[src/sut_defs.svh]
`ifndef SUT_DEFS_SVH
`define SUT_DEFS_SVH

// Register byte offsets
`define SUT_OFS_MODE       12'h000
`define SUT_OFS_BITRATE    12'h004
`define SUT_OFS_CTRL       12'h008
`define SUT_OFS_TXDATA     12'h00C
`define SUT_OFS_STATUS     12'h010
`define SUT_OFS_RXDATA     12'h014

// control_reg fields
`define SUT_CR_TXE_IE      7
`define SUT_CR_RX_IE       6
`define SUT_CR_TX_ON       5
`define SUT_CR_RX_ON       4
`define SUT_CR_MP_IE       3
`define SUT_CR_TXD_IE      2
`define SUT_CR_CLK_EXT     1

// status_reg fields
`define SUT_SR_TX_EMPTY    7
`define SUT_SR_RX_FULL     6
`define SUT_SR_OVERRUN     5
`define SUT_SR_FRAMING     4
`define SUT_SR_PARITY      3
`define SUT_SR_TX_DONE     2

// Reset values
`define SUT_RST_MODE       8'h00
`define SUT_RST_BITRATE    8'h03
`define SUT_RST_CTRL       8'h00
`define SUT_RST_TXDATA     8'hFF
`define SUT_RST_RXDATA     8'h00

// Character length and last bit index
`define SUT_CHAR_BITS      8
`define SUT_MSB_IDX        3'h7

`endif

[src/sut_pkg.sv]
package sut_pkg;

    typedef enum logic [1:0]
    {
        SUT_FRM_IDLE  = 2'b00,
        SUT_FRM_SHIFT = 2'b01
    } sut_frame_t;

    typedef logic [7:0] sut_byte_t;

endpackage

[src/sut_sck_gen.sv]
`timescale 1ns/10ps
`include "sut_defs.svh"

module sut_sck_gen
    import sut_pkg::*;
#(
    parameter int DIV_W = 8
)
(
    input  wire logic             pclk,
    input  wire logic             presetn,
    input  wire logic             ext_mode,
    input  wire logic             run,
    input  wire logic [DIV_W-1:0] half_div,
    input  wire logic             sck_in,
    output logic                  sck_out,
    output logic                  fall_ev,
    output logic                  rise_ev
);

    logic             sync0_r;
    logic             sync1_r;
    logic             prev_r;
    logic             sck_r;
    logic [DIV_W-1:0] cnt_r;
    logic             fall_r;
    logic             rise_r;
    logic             sync0_nxt;
    logic             sync1_nxt;
    logic             prev_nxt;
    logic             sck_nxt;
    logic [DIV_W-1:0] cnt_nxt;
    logic             fall_nxt;
    logic             rise_nxt;

    always_comb
    begin
        sync0_nxt = sck_in;
        sync1_nxt = sync0_r;
        prev_nxt  = sync1_r;
        sck_nxt   = sck_r;
        cnt_nxt   = cnt_r;
        fall_nxt  = 1'b0;
        rise_nxt  = 1'b0;
        if (ext_mode)
        begin
            // Edges of the synchronised external clock
            sck_nxt  = 1'b1;
            cnt_nxt  = '0;
            fall_nxt = prev_r & ~sync1_r;
            rise_nxt = ~prev_r & sync1_r;
        end
        else if (sck_r && !run)
        begin
            // Idle high between characters
            cnt_nxt = '0;
        end
        else if (cnt_r == half_div)
        begin
            cnt_nxt  = '0;
            sck_nxt  = ~sck_r;
            fall_nxt = sck_r;
            rise_nxt = ~sck_r;
        end
        else
        begin
            cnt_nxt = cnt_r + 1'b1;
        end
    end

    always_ff @(posedge pclk or negedge presetn)
    begin
        if (!presetn)
        begin
            sync0_r <= 1'b1;
            sync1_r <= 1'b1;
            prev_r  <= 1'b1;
            sck_r   <= 1'b1;
            cnt_r   <= '0;
            fall_r  <= 1'b0;
            rise_r  <= 1'b0;
        end
        else
        begin
            sync0_r <= sync0_nxt;
            sync1_r <= sync1_nxt;
            prev_r  <= prev_nxt;
            sck_r   <= sck_nxt;
            cnt_r   <= cnt_nxt;
            fall_r  <= fall_nxt;
            rise_r  <= rise_nxt;
        end
    end

    assign sck_out = sck_r;
    assign fall_ev = fall_r;
    assign rise_ev = rise_r;

endmodule

[src/sut_serial.sv]
`timescale 1ns/10ps
`include "sut_defs.svh"

// Notes on behaviour
// - clearing tx_on sets tx_empty_flag and clears the transmit shift register
// - clearing rx_on keeps receive flags and received data unchanged
// - a dma write of transmit data clears tx_empty_flag by itself
// - parity or framing error blocks rx_full_flag and all transfers
// - while overrun_flag is set no new character starts
// - each reception aligns to the serial clock and restarts its bit count
// - received bits enter the shift register LSB first
// - finished character loads only if rx_full_flag is clear, else overrun
// - rx_full_flag with rx_irq_en raises the receive-full request
// - overrun_flag with rx_irq_en raises the receive-error request
// - a dma read of received data clears rx_full_flag by itself
// - characters are eight data bits, no parity or extra bit
// - internal clock gives eight pulses per character, high when idle
// - data changes on falling clock, valid on rising, LSB first, MSB held
// - MSB out with tx_empty_flag set raises tx_done_flag and its request
module sut_serial
    import sut_pkg::*;
(
    input  wire logic        pclk,
    input  wire logic        presetn,
    input  wire logic        psel,
    input  wire logic        penable,
    input  wire logic        pwrite,
    input  wire logic [11:0] paddr,
    input  wire logic [31:0] pwdata,
    input  wire logic        dma_access,
    input  wire logic        sck_in,
    input  wire logic        rxd,
    output logic [31:0]      prdata,
    output logic             pready,
    output logic             pslverr,
    output logic             sck_out,
    output logic             sck_oe,
    output logic             txd,
    output logic             tx_empty_irq,
    output logic             rx_full_irq,
    output logic             rx_error_irq,
    output logic             tx_done_irq
);

    sut_byte_t  mode_r,     mode_nxt;
    sut_byte_t  rate_r,     rate_nxt;
    sut_byte_t  ctrl_r,     ctrl_nxt;
    sut_byte_t  tdr_r,      tdr_nxt;
    sut_byte_t  rdr_r,      rdr_nxt;
    sut_byte_t  tsr_r,      tsr_nxt;
    sut_byte_t  rsr_r,      rsr_nxt;
    logic       tx_empty_r, tx_empty_nxt;
    logic       rx_full_r,  rx_full_nxt;
    logic       ovr_r,      ovr_nxt;
    logic       fer_r,      fer_nxt;
    logic       per_r,      per_nxt;
    logic       tx_done_r,  tx_done_nxt;
    logic       tx_ld_r,    tx_ld_nxt;
    logic       frm_tx_r,   frm_tx_nxt;
    logic       frm_rx_r,   frm_rx_nxt;
    sut_frame_t frm_r,      frm_nxt;
    logic [2:0] bit_r,      bit_nxt;
    logic       txd_r,      txd_nxt;
    logic       rxd0_r,     rxd0_nxt;
    logic       rxd1_r,     rxd1_nxt;
    logic [31:0] prdata_r,  prdata_nxt;
    logic       pready_r,   pready_nxt;
    logic       pslverr_r,  pslverr_nxt;
    logic       oe_r,       oe_nxt;
    logic       txe_irq_r,  txe_irq_nxt;
    logic       rxf_irq_r,  rxf_irq_nxt;
    logic       rxe_irq_r,  rxe_irq_nxt;
    logic       txd_irq_r,  txd_irq_nxt;
    logic       acc;
    logic       wr;
    logic       blocked;
    logic       start_ok;
    logic       run;
    logic       fall_ev;
    logic       rise_ev;
    sut_byte_t  rx_word;

    sut_sck_gen #(
        .DIV_W    (8)
    ) u_sck (
        .pclk     (pclk),
        .presetn  (presetn),
        .ext_mode (ctrl_r[`SUT_CR_CLK_EXT]),
        .run      (run),
        .half_div (rate_r),
        .sck_in   (sck_in),
        .sck_out  (sck_out),
        .fall_ev  (fall_ev),
        .rise_ev  (rise_ev)
    );

    always_comb
    begin
        mode_nxt     = mode_r;
        rate_nxt     = rate_r;
        ctrl_nxt     = ctrl_r;
        tdr_nxt      = tdr_r;
        rdr_nxt      = rdr_r;
        tsr_nxt      = tsr_r;
        rsr_nxt      = rsr_r;
        tx_empty_nxt = tx_empty_r;
        rx_full_nxt  = rx_full_r;
        ovr_nxt      = ovr_r;
        fer_nxt      = fer_r;
        per_nxt      = per_r;
        tx_done_nxt  = tx_done_r;
        tx_ld_nxt    = tx_ld_r;
        frm_tx_nxt   = frm_tx_r;
        frm_rx_nxt   = frm_rx_r;
        frm_nxt      = frm_r;
        bit_nxt      = bit_r;
        txd_nxt      = txd_r;
        rxd0_nxt     = rxd;
        rxd1_nxt     = rxd0_r;
        rx_word      = {rxd1_r, rsr_r[7:1]};
        acc          = psel && penable && pready_r;
        wr           = acc && pwrite;
        blocked      = ovr_r || fer_r || per_r;
        start_ok     = !blocked && ((ctrl_r[`SUT_CR_TX_ON] && tx_ld_r)
                       || (ctrl_r[`SUT_CR_RX_ON] && !ctrl_r[`SUT_CR_TX_ON]));
        run          = (frm_r == SUT_FRM_SHIFT) || start_ok;

        // APB: setup cycle prepares the answer, access cycle completes it
        pready_nxt  = psel && !penable;
        pslverr_nxt = 1'b0;
        prdata_nxt  = 32'h0000_0000;
        if (psel && !penable)
        begin
            if (paddr == `SUT_OFS_MODE)
                prdata_nxt = {24'h00_0000, mode_r};
            else if (paddr == `SUT_OFS_BITRATE)
                prdata_nxt = {24'h00_0000, rate_r};
            else if (paddr == `SUT_OFS_CTRL)
                prdata_nxt = {24'h00_0000, ctrl_r};
            else if (paddr == `SUT_OFS_TXDATA)
                prdata_nxt = {24'h00_0000, tdr_r};
            else if (paddr == `SUT_OFS_STATUS)
                prdata_nxt = {24'h00_0000, tx_empty_r, rx_full_r, ovr_r, fer_r, per_r, tx_done_r, 2'b00};
            else if (paddr == `SUT_OFS_RXDATA)
                prdata_nxt = {24'h00_0000, rdr_r};
            else
                pslverr_nxt = 1'b1;
        end

        if (wr)
        begin
            if (paddr == `SUT_OFS_MODE)
                mode_nxt = pwdata[7:0];
            else if (paddr == `SUT_OFS_BITRATE)
                rate_nxt = pwdata[7:0];
            else if (paddr == `SUT_OFS_CTRL)
                ctrl_nxt = pwdata[7:0];
            else if (paddr == `SUT_OFS_TXDATA)
            begin
                tdr_nxt = pwdata[7:0];
                if (dma_access)
                    tx_empty_nxt = 1'b0;
            end
            else if (paddr == `SUT_OFS_STATUS)
            begin
                tx_empty_nxt = tx_empty_r & pwdata[`SUT_SR_TX_EMPTY];
                rx_full_nxt  = rx_full_r  & pwdata[`SUT_SR_RX_FULL];
                ovr_nxt      = ovr_r      & pwdata[`SUT_SR_OVERRUN];
                fer_nxt      = fer_r      & pwdata[`SUT_SR_FRAMING];
                per_nxt      = per_r      & pwdata[`SUT_SR_PARITY];
                tx_done_nxt  = tx_done_r  & pwdata[`SUT_SR_TX_DONE];
            end
        end
        if (acc && !pwrite && dma_access && paddr == `SUT_OFS_RXDATA)
            rx_full_nxt = 1'b0;

        // Move fresh data into the shift register
        if (ctrl_r[`SUT_CR_TX_ON] && !tx_empty_r && !tx_ld_r && !blocked)
        begin
            tsr_nxt      = tdr_r;
            tx_ld_nxt    = 1'b1;
            tx_empty_nxt = 1'b1;
            tx_done_nxt  = 1'b0;
        end

        if (fall_ev)
        begin
            if (frm_r == SUT_FRM_IDLE && start_ok)
            begin
                frm_nxt    = SUT_FRM_SHIFT;
                bit_nxt    = 3'h0;
                rsr_nxt    = 8'h00;
                frm_tx_nxt = tx_ld_r;
                frm_rx_nxt = ctrl_r[`SUT_CR_RX_ON];
                if (tx_ld_r)
                    txd_nxt = tsr_r[0];
            end
            else if (frm_r == SUT_FRM_SHIFT)
            begin
                if (frm_tx_r)
                    txd_nxt = tsr_r[bit_r];
                if (bit_r == `SUT_MSB_IDX && frm_tx_r && tx_empty_r)
                    tx_done_nxt = 1'b1;
            end
        end

        if (rise_ev && frm_r == SUT_FRM_SHIFT)
        begin
            if (frm_rx_r)
                rsr_nxt = rx_word;
            bit_nxt = bit_r + 3'h1;
            if (bit_r == `SUT_MSB_IDX)
            begin
                frm_nxt = SUT_FRM_IDLE;
                bit_nxt = 3'h0;
                if (frm_tx_r)
                    tx_ld_nxt = 1'b0;
                if (frm_rx_r && !fer_r && !per_r)
                begin
                    if (!rx_full_r)
                    begin
                        rdr_nxt     = rx_word;
                        rx_full_nxt = 1'b1;
                    end
                    else
                    begin
                        ovr_nxt = 1'b1;
                    end
                end
            end
        end

        // Disabling the transmitter wins over the empty flag, shift register, load flag and transmit frame flag
        if (wr && paddr == `SUT_OFS_CTRL && !pwdata[`SUT_CR_TX_ON])
        begin
            tx_empty_nxt = 1'b1;
            tsr_nxt      = 8'h00;
            tx_ld_nxt    = 1'b0;
            frm_tx_nxt   = 1'b0;
        end
        // Clearing rx_on touches no receive flag or data

        oe_nxt      = !ctrl_nxt[`SUT_CR_CLK_EXT];
        txe_irq_nxt = tx_empty_nxt && ctrl_nxt[`SUT_CR_TXE_IE];
        rxf_irq_nxt = rx_full_nxt && ctrl_nxt[`SUT_CR_RX_IE];
        rxe_irq_nxt = (ovr_nxt || fer_nxt || per_nxt) && ctrl_nxt[`SUT_CR_RX_IE];
        txd_irq_nxt = tx_done_nxt && ctrl_nxt[`SUT_CR_TXD_IE];
    end

    always_ff @(posedge pclk or negedge presetn)
    begin
        if (!presetn)
        begin
            mode_r     <= `SUT_RST_MODE;
            rate_r     <= `SUT_RST_BITRATE;
            ctrl_r     <= `SUT_RST_CTRL;
            tdr_r      <= `SUT_RST_TXDATA;
            rdr_r      <= `SUT_RST_RXDATA;
            tsr_r      <= 8'h00;
            rsr_r      <= 8'h00;
            tx_empty_r <= 1'b1;
            rx_full_r  <= 1'b0;
            ovr_r      <= 1'b0;
            fer_r      <= 1'b0;
            per_r      <= 1'b0;
            tx_done_r  <= 1'b1;
            tx_ld_r    <= 1'b0;
            frm_tx_r   <= 1'b0;
            frm_rx_r   <= 1'b0;
            frm_r      <= SUT_FRM_IDLE;
            bit_r      <= 3'h0;
            txd_r      <= 1'b1;
            rxd0_r     <= 1'b1;
            rxd1_r     <= 1'b1;
            prdata_r   <= 32'h0000_0000;
            pready_r   <= 1'b0;
            pslverr_r  <= 1'b0;
            oe_r       <= 1'b1;
            txe_irq_r  <= 1'b0;
            rxf_irq_r  <= 1'b0;
            rxe_irq_r  <= 1'b0;
            txd_irq_r  <= 1'b0;
        end
        else
        begin
            mode_r     <= mode_nxt;
            rate_r     <= rate_nxt;
            ctrl_r     <= ctrl_nxt;
            tdr_r      <= tdr_nxt;
            rdr_r      <= rdr_nxt;
            tsr_r      <= tsr_nxt;
            rsr_r      <= rsr_nxt;
            tx_empty_r <= tx_empty_nxt;
            rx_full_r  <= rx_full_nxt;
            ovr_r      <= ovr_nxt;
            fer_r      <= fer_nxt;
            per_r      <= per_nxt;
            tx_done_r  <= tx_done_nxt;
            tx_ld_r    <= tx_ld_nxt;
            frm_tx_r   <= frm_tx_nxt;
            frm_rx_r   <= frm_rx_nxt;
            frm_r      <= frm_nxt;
            bit_r      <= bit_nxt;
            txd_r      <= txd_nxt;
            rxd0_r     <= rxd0_nxt;
            rxd1_r     <= rxd1_nxt;
            prdata_r   <= prdata_nxt;
            pready_r   <= pready_nxt;
            pslverr_r  <= pslverr_nxt;
            oe_r       <= oe_nxt;
            txe_irq_r  <= txe_irq_nxt;
            rxf_irq_r  <= rxf_irq_nxt;
            rxe_irq_r  <= rxe_irq_nxt;
            txd_irq_r  <= txd_irq_nxt;
        end
    end

    assign prdata       = prdata_r;
    assign pready       = pready_r;
    assign pslverr      = pslverr_r;
    assign sck_oe       = oe_r;
    assign txd          = txd_r;
    assign tx_empty_irq = txe_irq_r;
    assign rx_full_irq  = rxf_irq_r;
    assign rx_error_irq = rxe_irq_r;
    assign tx_done_irq  = txd_irq_r;

endmodule

[config.mk]
export PLATFORM = sky130hd
export DESIGN_NAME = sut_serial
export DESIGN_NICKNAME = d
export VERILOG_FILES = /design/src/sut_pkg.sv /design/src/sut_sck_gen.sv /design/src/sut_serial.sv
export VERILOG_INCLUDE_DIRS = /design/src
export SDC_FILE = /design/constraint.sdc
export NUM_CORES = 1
export LEC_CHECK = 0
export BUFFER_PORTS_ARGS = -buffer_cell sky130_fd_sc_hd__buf_2
export CAP_MARGIN = 20
export CORE_AREA = 2 2 97 99
export CTS_CLUSTER_SIZE = 30
export DETAILED_ROUTE_END_ITERATION = 8
export DIE_AREA = 0 0 99 101
export PLACE_DENSITY = 0.84
export REMOVE_ABC_BUFFERS = 1
export SYNTH_ARGS = -nofsm -noshare
export SYNTH_HDL_FRONTEND = slang
export SYNTH_SLANG_ARGS = --single-unit
[constraint.sdc]
create_clock -name pclk -period 2.6 [get_ports pclk]
set_input_delay 0.39 -clock pclk [delete_from_list [all_inputs] [get_ports pclk]]
set_output_delay 0.39 -clock pclk [all_outputs]
set_load 0.02 [all_outputs]
Yosys cells after proc, flatten, opt, wreduce, memory -nomap -nowiden
Index checks and enable logic that the tools add are counted.
{ "word_totals": {"register_bits": 126, "inputBits": 52, "word_cells": 239} }
{ "classes": {"n_addsub": 2, "order_cmp": 1, "eq_ne": 10, "n_mux": 111, "n_bitwise": 15, "n_reduce_logical": 63} }
{ "op_table": {"columns": ["cell", "count"], "rows": [
  ["$mux W8", 19],
  ["$mux W1", 82],
  ["$mux W32", 1],
  ["$logic_and A1 B1 Y1", 26],
  ["$eq A12 B4 Y1 const B", 2],
  ["$eq A12 B5 Y1 const B", 2],
  ["$reduce_bool A2 Y1", 8],
  ["$eq A12 B3 Y1 const B", 1],
  ["$logic_not A12 Y1", 1],
  ["$mux W3", 4],
  ["$reduce_and A4 Y1", 3],
  ["$logic_not A1 Y1", 11],
  ["$reduce_and A2 Y1", 5],
  ["$add A8 B1 Y8 const B", 1],
  ["$and A1 B1 Y1", 8],
  ["$eq A8 B8 Y1", 1],
  ["$mux W2", 4],
  ["$not A1 Y1", 7],
  ["$logic_or A1 B1 Y1", 6],
  ["$reduce_and A5 Y1", 1],
  ["$lt A3 B4 Y1 const B", 1],
  ["$ne A2 B2 Y1 const B", 2],
  ["$add A3 B1 Y3 const B", 1],
  ["$bmux W1 S3", 1],
  ["4 further kinds", 4]
]} }

Longest topological paths before layout
{ "logic_depth": {"word_depth": 14, "ltp_mapped": 6, "depth_no_buf": 6} }

Hierarchy
Synthesis repeated with hierarchy kept, for this count alone.
{ "hier_totals": {"hier_cells": 412, "hier_area_um2": 4863.4} }
{ "modules_own_cells": {"columns": ["mod", "n_inst", "cells_per_inst", "area_per_inst_um2", "seq_area_each_um2"], "rows": [
  ["sut_serial", 1, 354, 4205.3, 2197.1],
  ["sut_sck_gen", 1, 58, 658.1, 355.3]
]} }

Worst setup path after synthesis
No wires, ideal clock.
{ "synth_path": {"path_type": "input port to flip-flop", "start": "in paddr[1]", "end": "reg rxe_irq_r, in the netlist rx_error_irq", "setup_ns": 0.126, "arrival_ns": 2.207, "t_required_ns": 2.474, "slack_ns": 0.267, "path_stages": 4, "path_buffers": 0, "cell_sequence": "or4_4 > or4_4 > a221o_1 > o32a_1"} }
{ "synth_between": {"elab_chain_cells": 14, "word_cells_on_any_way": 34, "cone_classes": "4 x eq/ne; 26 x mux; 4 x reduce/logical"} }
{ "synth_lines": {"columns": ["element", "line", "source"], "rows": [
  ["start, declared", "sut_serial.sv:28", "input wire logic [11:0] paddr,"],
  ["$eq A12 B5 Y1 (no source line)", null, null],
  ["$mux W1", "sut_serial.sv:164", "else if (paddr == `SUT_OFS_STATUS)"],
  ["$mux W1", "sut_serial.sv:158", "else if (paddr == `SUT_OFS_TXDATA)"],
  ["$mux W1", "sut_serial.sv:156", "else if (paddr == `SUT_OFS_CTRL)"],
  ["$mux W1", "sut_serial.sv:154", "else if (paddr == `SUT_OFS_BITRATE)"],
  ["$mux W1 *", "sut_serial.sv:152", "if (paddr == `SUT_OFS_MODE)"],
  ["$mux W1 *", "sut_serial.sv:150", "if (wr)"],
  ["$mux W1", "sut_serial.sv:220", "if (!rx_full_r)"],
  ["$mux W1", "sut_serial.sv:218", "if (frm_rx_r && !fer_r && !per_r)"],
  ["$mux W1", "sut_serial.sv:212", "if (bit_r == `SUT_MSB_IDX)"],
  ["$mux W1 *", "sut_serial.sv:207", "if (rise_ev && frm_r == SUT_FRM_SHIFT)"],
  ["named net ovr_nxt", "sut_serial.sv:54", "logic ovr_r, ovr_nxt;"],
  ["$logic_or A1 B1 Y1 * (2 in series)", "sut_serial.sv:246", "rxe_irq_nxt = (ovr_nxt || fer_nxt || per_nxt) && ctrl_nxt[`SUT_CR_RX_IE];"],
  ["$logic_and A1 B1 Y1 *", "sut_serial.sv:246", null],
  ["named net rxe_irq_nxt", "sut_serial.sv:72", "logic rxe_irq_r, rxe_irq_nxt;"],
  ["end signal, assigned", "sut_serial.sv:313", "rxe_irq_r <= rxe_irq_nxt;"],
  ["end, declared", "sut_serial.sv:72", null]
]} }
The timed path passes the listed nets; every way through them passes the cells marked *.
A chain may end at the register's enable or synchronous reset.

Worst setup path in the final report
{ "layout_path": {"start": "reg ovr_r", "end": "reg txe_irq_r, in the netlist tx_empty_irq"} }
{ "layout_between": {"elab_chain_cells": 7} }
{ "layout_lines": {"columns": ["element", "line", "source"], "rows": [
  ["start, declared", "sut_serial.sv:54", null],
  ["start signal, assigned", "sut_serial.sv:295", "ovr_r <= ovr_nxt;"],
  ["$logic_or A1 B1 Y1 (2 in series)", "sut_serial.sv:123", "blocked = ovr_r || fer_r || per_r;"],
  ["$logic_not A1 Y1", "sut_serial.sv:178", "if (ctrl_r[`SUT_CR_TX_ON] && !tx_empty_r && !tx_ld_r && !blocked)"],
  ["$logic_and A1 B1 Y1", "sut_serial.sv:178", null],
  ["$mux W1", "sut_serial.sv:178", null],
  ["$mux W1", "sut_serial.sv:234", "if (wr && paddr == `SUT_OFS_CTRL && !pwdata[`SUT_CR_TX_ON])"],
  ["$logic_and A1 B1 Y1", "sut_serial.sv:244", "txe_irq_nxt = tx_empty_nxt && ctrl_nxt[`SUT_CR_TXE_IE];"],
  ["named net txe_irq_nxt", "sut_serial.sv:70", "logic txe_irq_r, txe_irq_nxt;"],
  ["end signal, assigned", "sut_serial.sv:311", "txe_irq_r <= txe_irq_nxt;"],
  ["end, declared", "sut_serial.sv:70", null]
]} }
The timed path passes the listed nets, and every way through them passes these cells.

==> results by group <==
Placed design
  • Port bufs: 44
  • Routability Congestion: 0.932
  • Hpwl dp: 7.50 mm

Timing
  • Max Slew Vio Count: 0
  • Worst slew margin: 64.1%
  • Final Hold Viols: 0
  • RSZ-0062 raised after global routing: no
  • Worst-Margin Slew: 0.538 ns
  • TNS Setup: 0 ns
  • Skew final: 0.0128 ns
  • Setup violations, final: 0
  • Fin crit share: 83.8%
  • Highest clock rate: 459 MHz
  • Min Tclk post-route: 2.18 ns

Clock network
  • Clock-pin slew on the worst setup and hold paths: 0.10 ns
  • Post-CTS sizing: 0
  • Worst-skew pair later-pin latency: 0.36 ns
  • Clock Sinks: 101
  • CTS tree: built
  • Max Buffers Root-to-Sink: 2
  • CTS Hold Bufs: 0
  • Root Buffer: clkbuf_8
  • Setup bufs post-CTS: 0
  • CTS Buf Count: 9
  • Htree depth: 3

Floorplan
  • Die area: 10000 um2
  • # rows: 35
  • Die Height: 101 um
  • Die width: 99 um
  • Core ar.: 8980 um2
  • Initial core utilization: 53.1%
  • # IOs: 93

Finish
  • Nets@finish: 546
  • Most frequent cells in the layout: 81 x dfrtp_1, 59 x nand2_1, 43 x buf_2
  • Util after Layout: 58.9%
  • Area Growth Syn to Fin: 10.8%
  • Ratio of cells with drive above 1 in the final layout: 29.0%
  • Most common cell after layout, fill and taps aside: dfrtp_1
  • # diodes: 0

Power and ir drop
  • Leak: 2.55 nW
  • Pwr dens: 499 nW/um2
  • Maximum VDD drop: 319 uV

Synth
  • FF+latch count, synth: 101
  • FFs w/ async S/R, synth: 100%
  • Synth unique cells: 58
  • Register area share after synthesis: 53.5%
  • Primary FF master, synth: dfrtp_1
  • Avg Cell Area, Syn: 11.0 um2
  • Post-Synthesis Cells: 435
  • Post-synth EDFFs: 0
  • Yosys warnings: 0
  • Synth Cell Area: 4770 um2

Hold path
  • HP Class: in2async

Global route
  • First-pass GRT wire length: 17.0 mm
  • GRT Resource Usage Total: 21.5%
  • Largest net degree at the start of global routing: 102
  • Vias in the first global route: 3410
  • Initial antenna violation count: 0
  • Congestion Overflow GR: 0

Worst setup path
  • Worst Path Arrival: 2.44 ns
  • Critical Path Sink Type: flop
  • Worst EP required: 2.86 ns
  • R2r setup slk: 0.42 ns
  • Reg2reg start: ovr_r$_DFF_PN0_
  • Crit path max fanout: 12
  • R2r worst-path depth: 3
  • Worst setup SP type: flop
  • Critical path class: reg2reg
  • R2R Path End: tx_empty_irq$_DFF_PN0_

Detailed routing
  • Routed Wire Length: 10.4 mm
  • DR vias/cell: 5.68
  • Avg WL per Cell: 17.2 um
  • Remaining DRCs: 0
  • 1st-pass router iterations: 5
  • Initial drt markers: 304
  • Final ANT Viol Nets: 0
  • Via count: 3446

Run
  • Max Cap Viol: 0

Run status
  • Status: finished, final reports clean
==> power by group <==
group / switching (W) / total (W) / internal, W
Sequential: 0.00000302 / 0.00158 / 0.00158
Combinational: 0.000119 / 0.000158 / 0.0000391
Clock: 0.000523 / 0.000893 / 0.000371
Total: 0.000645 / 0.00263 / 0.00199
==> worst max-delay path, stage by stage (launching register included) <==
cell and delay (ns):
dfrtp_1 0.43, or3_1 0.44, or4b_2 0.87, a32oi_1 0.34
==> Yosys cell counts, types with 2 or more instances <==
| cell type | number | area share, % |
|---|---|---|
| dfstp_2 | 20 | 11 |
| or3_1 | 3 | 0.39 |
| a31oi_1 | 4 | 0.52 |
| and2_1 | 2 | 0.26 |
| nor2b_1 | 2 | 0.26 |
| o21ai_0 | 19 | 2.0 |
| nor3_1 | 7 | 0.73 |
| xnor2_1 | 10 | 1.8 |
| clkbuf_1 | 9 | 0.71 |
| mux2i_1 | 20 | 4.2 |
| or4_4 | 2 | 0.47 |
| mux4_2 | 2 | 0.94 |
| and3_1 | 4 | 0.52 |
| buf_1 | 2 | 0.16 |
| nand4_1 | 3 | 0.39 |
| mux2_2 | 38 | 9.0 |
| xor2_1 | 4 | 0.73 |
| dfrtp_1 | 81 | 43 |
| nand2_1 | 59 | 4.6 |
| a21oi_1 | 11 | 1.2 |
| nand3_1 | 12 | 1.3 |
| a211oi_1 | 5 | 0.79 |
| or2_2 | 2 | 0.26 |
| nor3_4 | 2 | 0.68 |
| o21a_1 | 3 | 0.47 |
| ha_1 | 3 | 0.79 |
| buf_4 | 24 | 3.8 |
| nand2b_1 | 6 | 0.79 |
| nor2_1 | 39 | 3.1 |
| inv_1 | 8 | 0.63 |
| o211ai_1 | 2 | 0.31 |
==> cell type report <==
class                           instances  area [um2]
Timing Repair Buffer                   58         340
Clock inverter                          6        38.8
Clock buffer                           10         138
Multi-Input combinational cell        312        2040
Inverter                                9        33.8
Fill cell                             717        3690
Sequential cell                       101        2550
Tap cell                              111         139
==> cell families after synthesis <==
logic type               share of synthesized area (%)
AO/OA/AOI/OAI                                     7.95
XOR/XNOR                                          2.57
adder cells (fa/ha/maj)                          0.787
buffers and inverters                             5.46
flip-flops                                        53.5
multiplexers                                      14.1
other                                           0.0786
AND/OR/NAND/NOR                                   15.5
==> per-layer routing <==
| layer | wire [um] | global-route usage, % | part of all wire (%) | vias up |
|---|---|---|---|---|
| met5 | 0 | 0 | 0 | - |
| met4 | 169 | 5.80 | 1.6 | 0 |
| met3 | 563 | 2.50 | 5.4 | 21 |
| met2 | 5310 | 36.0 | 51 | 115 |
| met1 | 4410 | 30.2 | 42 | 1728 |
| li1 | - | - | - | 1582 |
==> metrics by stage <==
stage	area [um2]	hold WS (ns)	total power [W]	instances	worst slack [ns]
final	5280	0.0575	0.00263	607	0.422
after global routing	5280	0.116	0.00272	607	0.345
after CTS	5280	0.104	0.00265	607	0.423
after detailed placement	5110	0.350	0.00177	591	0.117
after global placement	5110	0.346	0.00177	591	0.159
after floorplan	4630	0.0944	0.00168	422	0.244
==> how the worst max path moves through the flow <==
stage,start,to,slack [ns],cells past startpoint
final,ovr_r$_DFF_PN0_,tx_empty_irq$_DFF_PN0_,0.42,3
after global routing,ovr_r$_DFF_PN0_,tx_done_irq$_DFF_PN0_,0.35,4
after CTS,ovr_r$_DFF_PN0_,tsr_r[1]$_DFFE_PN0P_,0.42,4
after detailed placement,paddr[1],ctrl_r[1]$_DFF_PN0_,0.12,6
after global placement,paddr[1],ctrl_r[1]$_DFF_PN0_,0.16,6
after floorplan,ovr_r$_DFF_PN0_,txd$_DFFE_PN1P_,0.24,4
==> flip-flops by register name, summed over array words and instances (netlist names), 2 cells and up <==
signal	flops
rsr_r	7
mode_r	8
tdr_r	8
u_sck.cnt_r	8
frm_r	2
tsr_r	8
rdr_r	8
rate_r	8
prdata	8
ctrl_r	8
bit_r	3
Note: power is estimated with default switching activity, not from simulation.
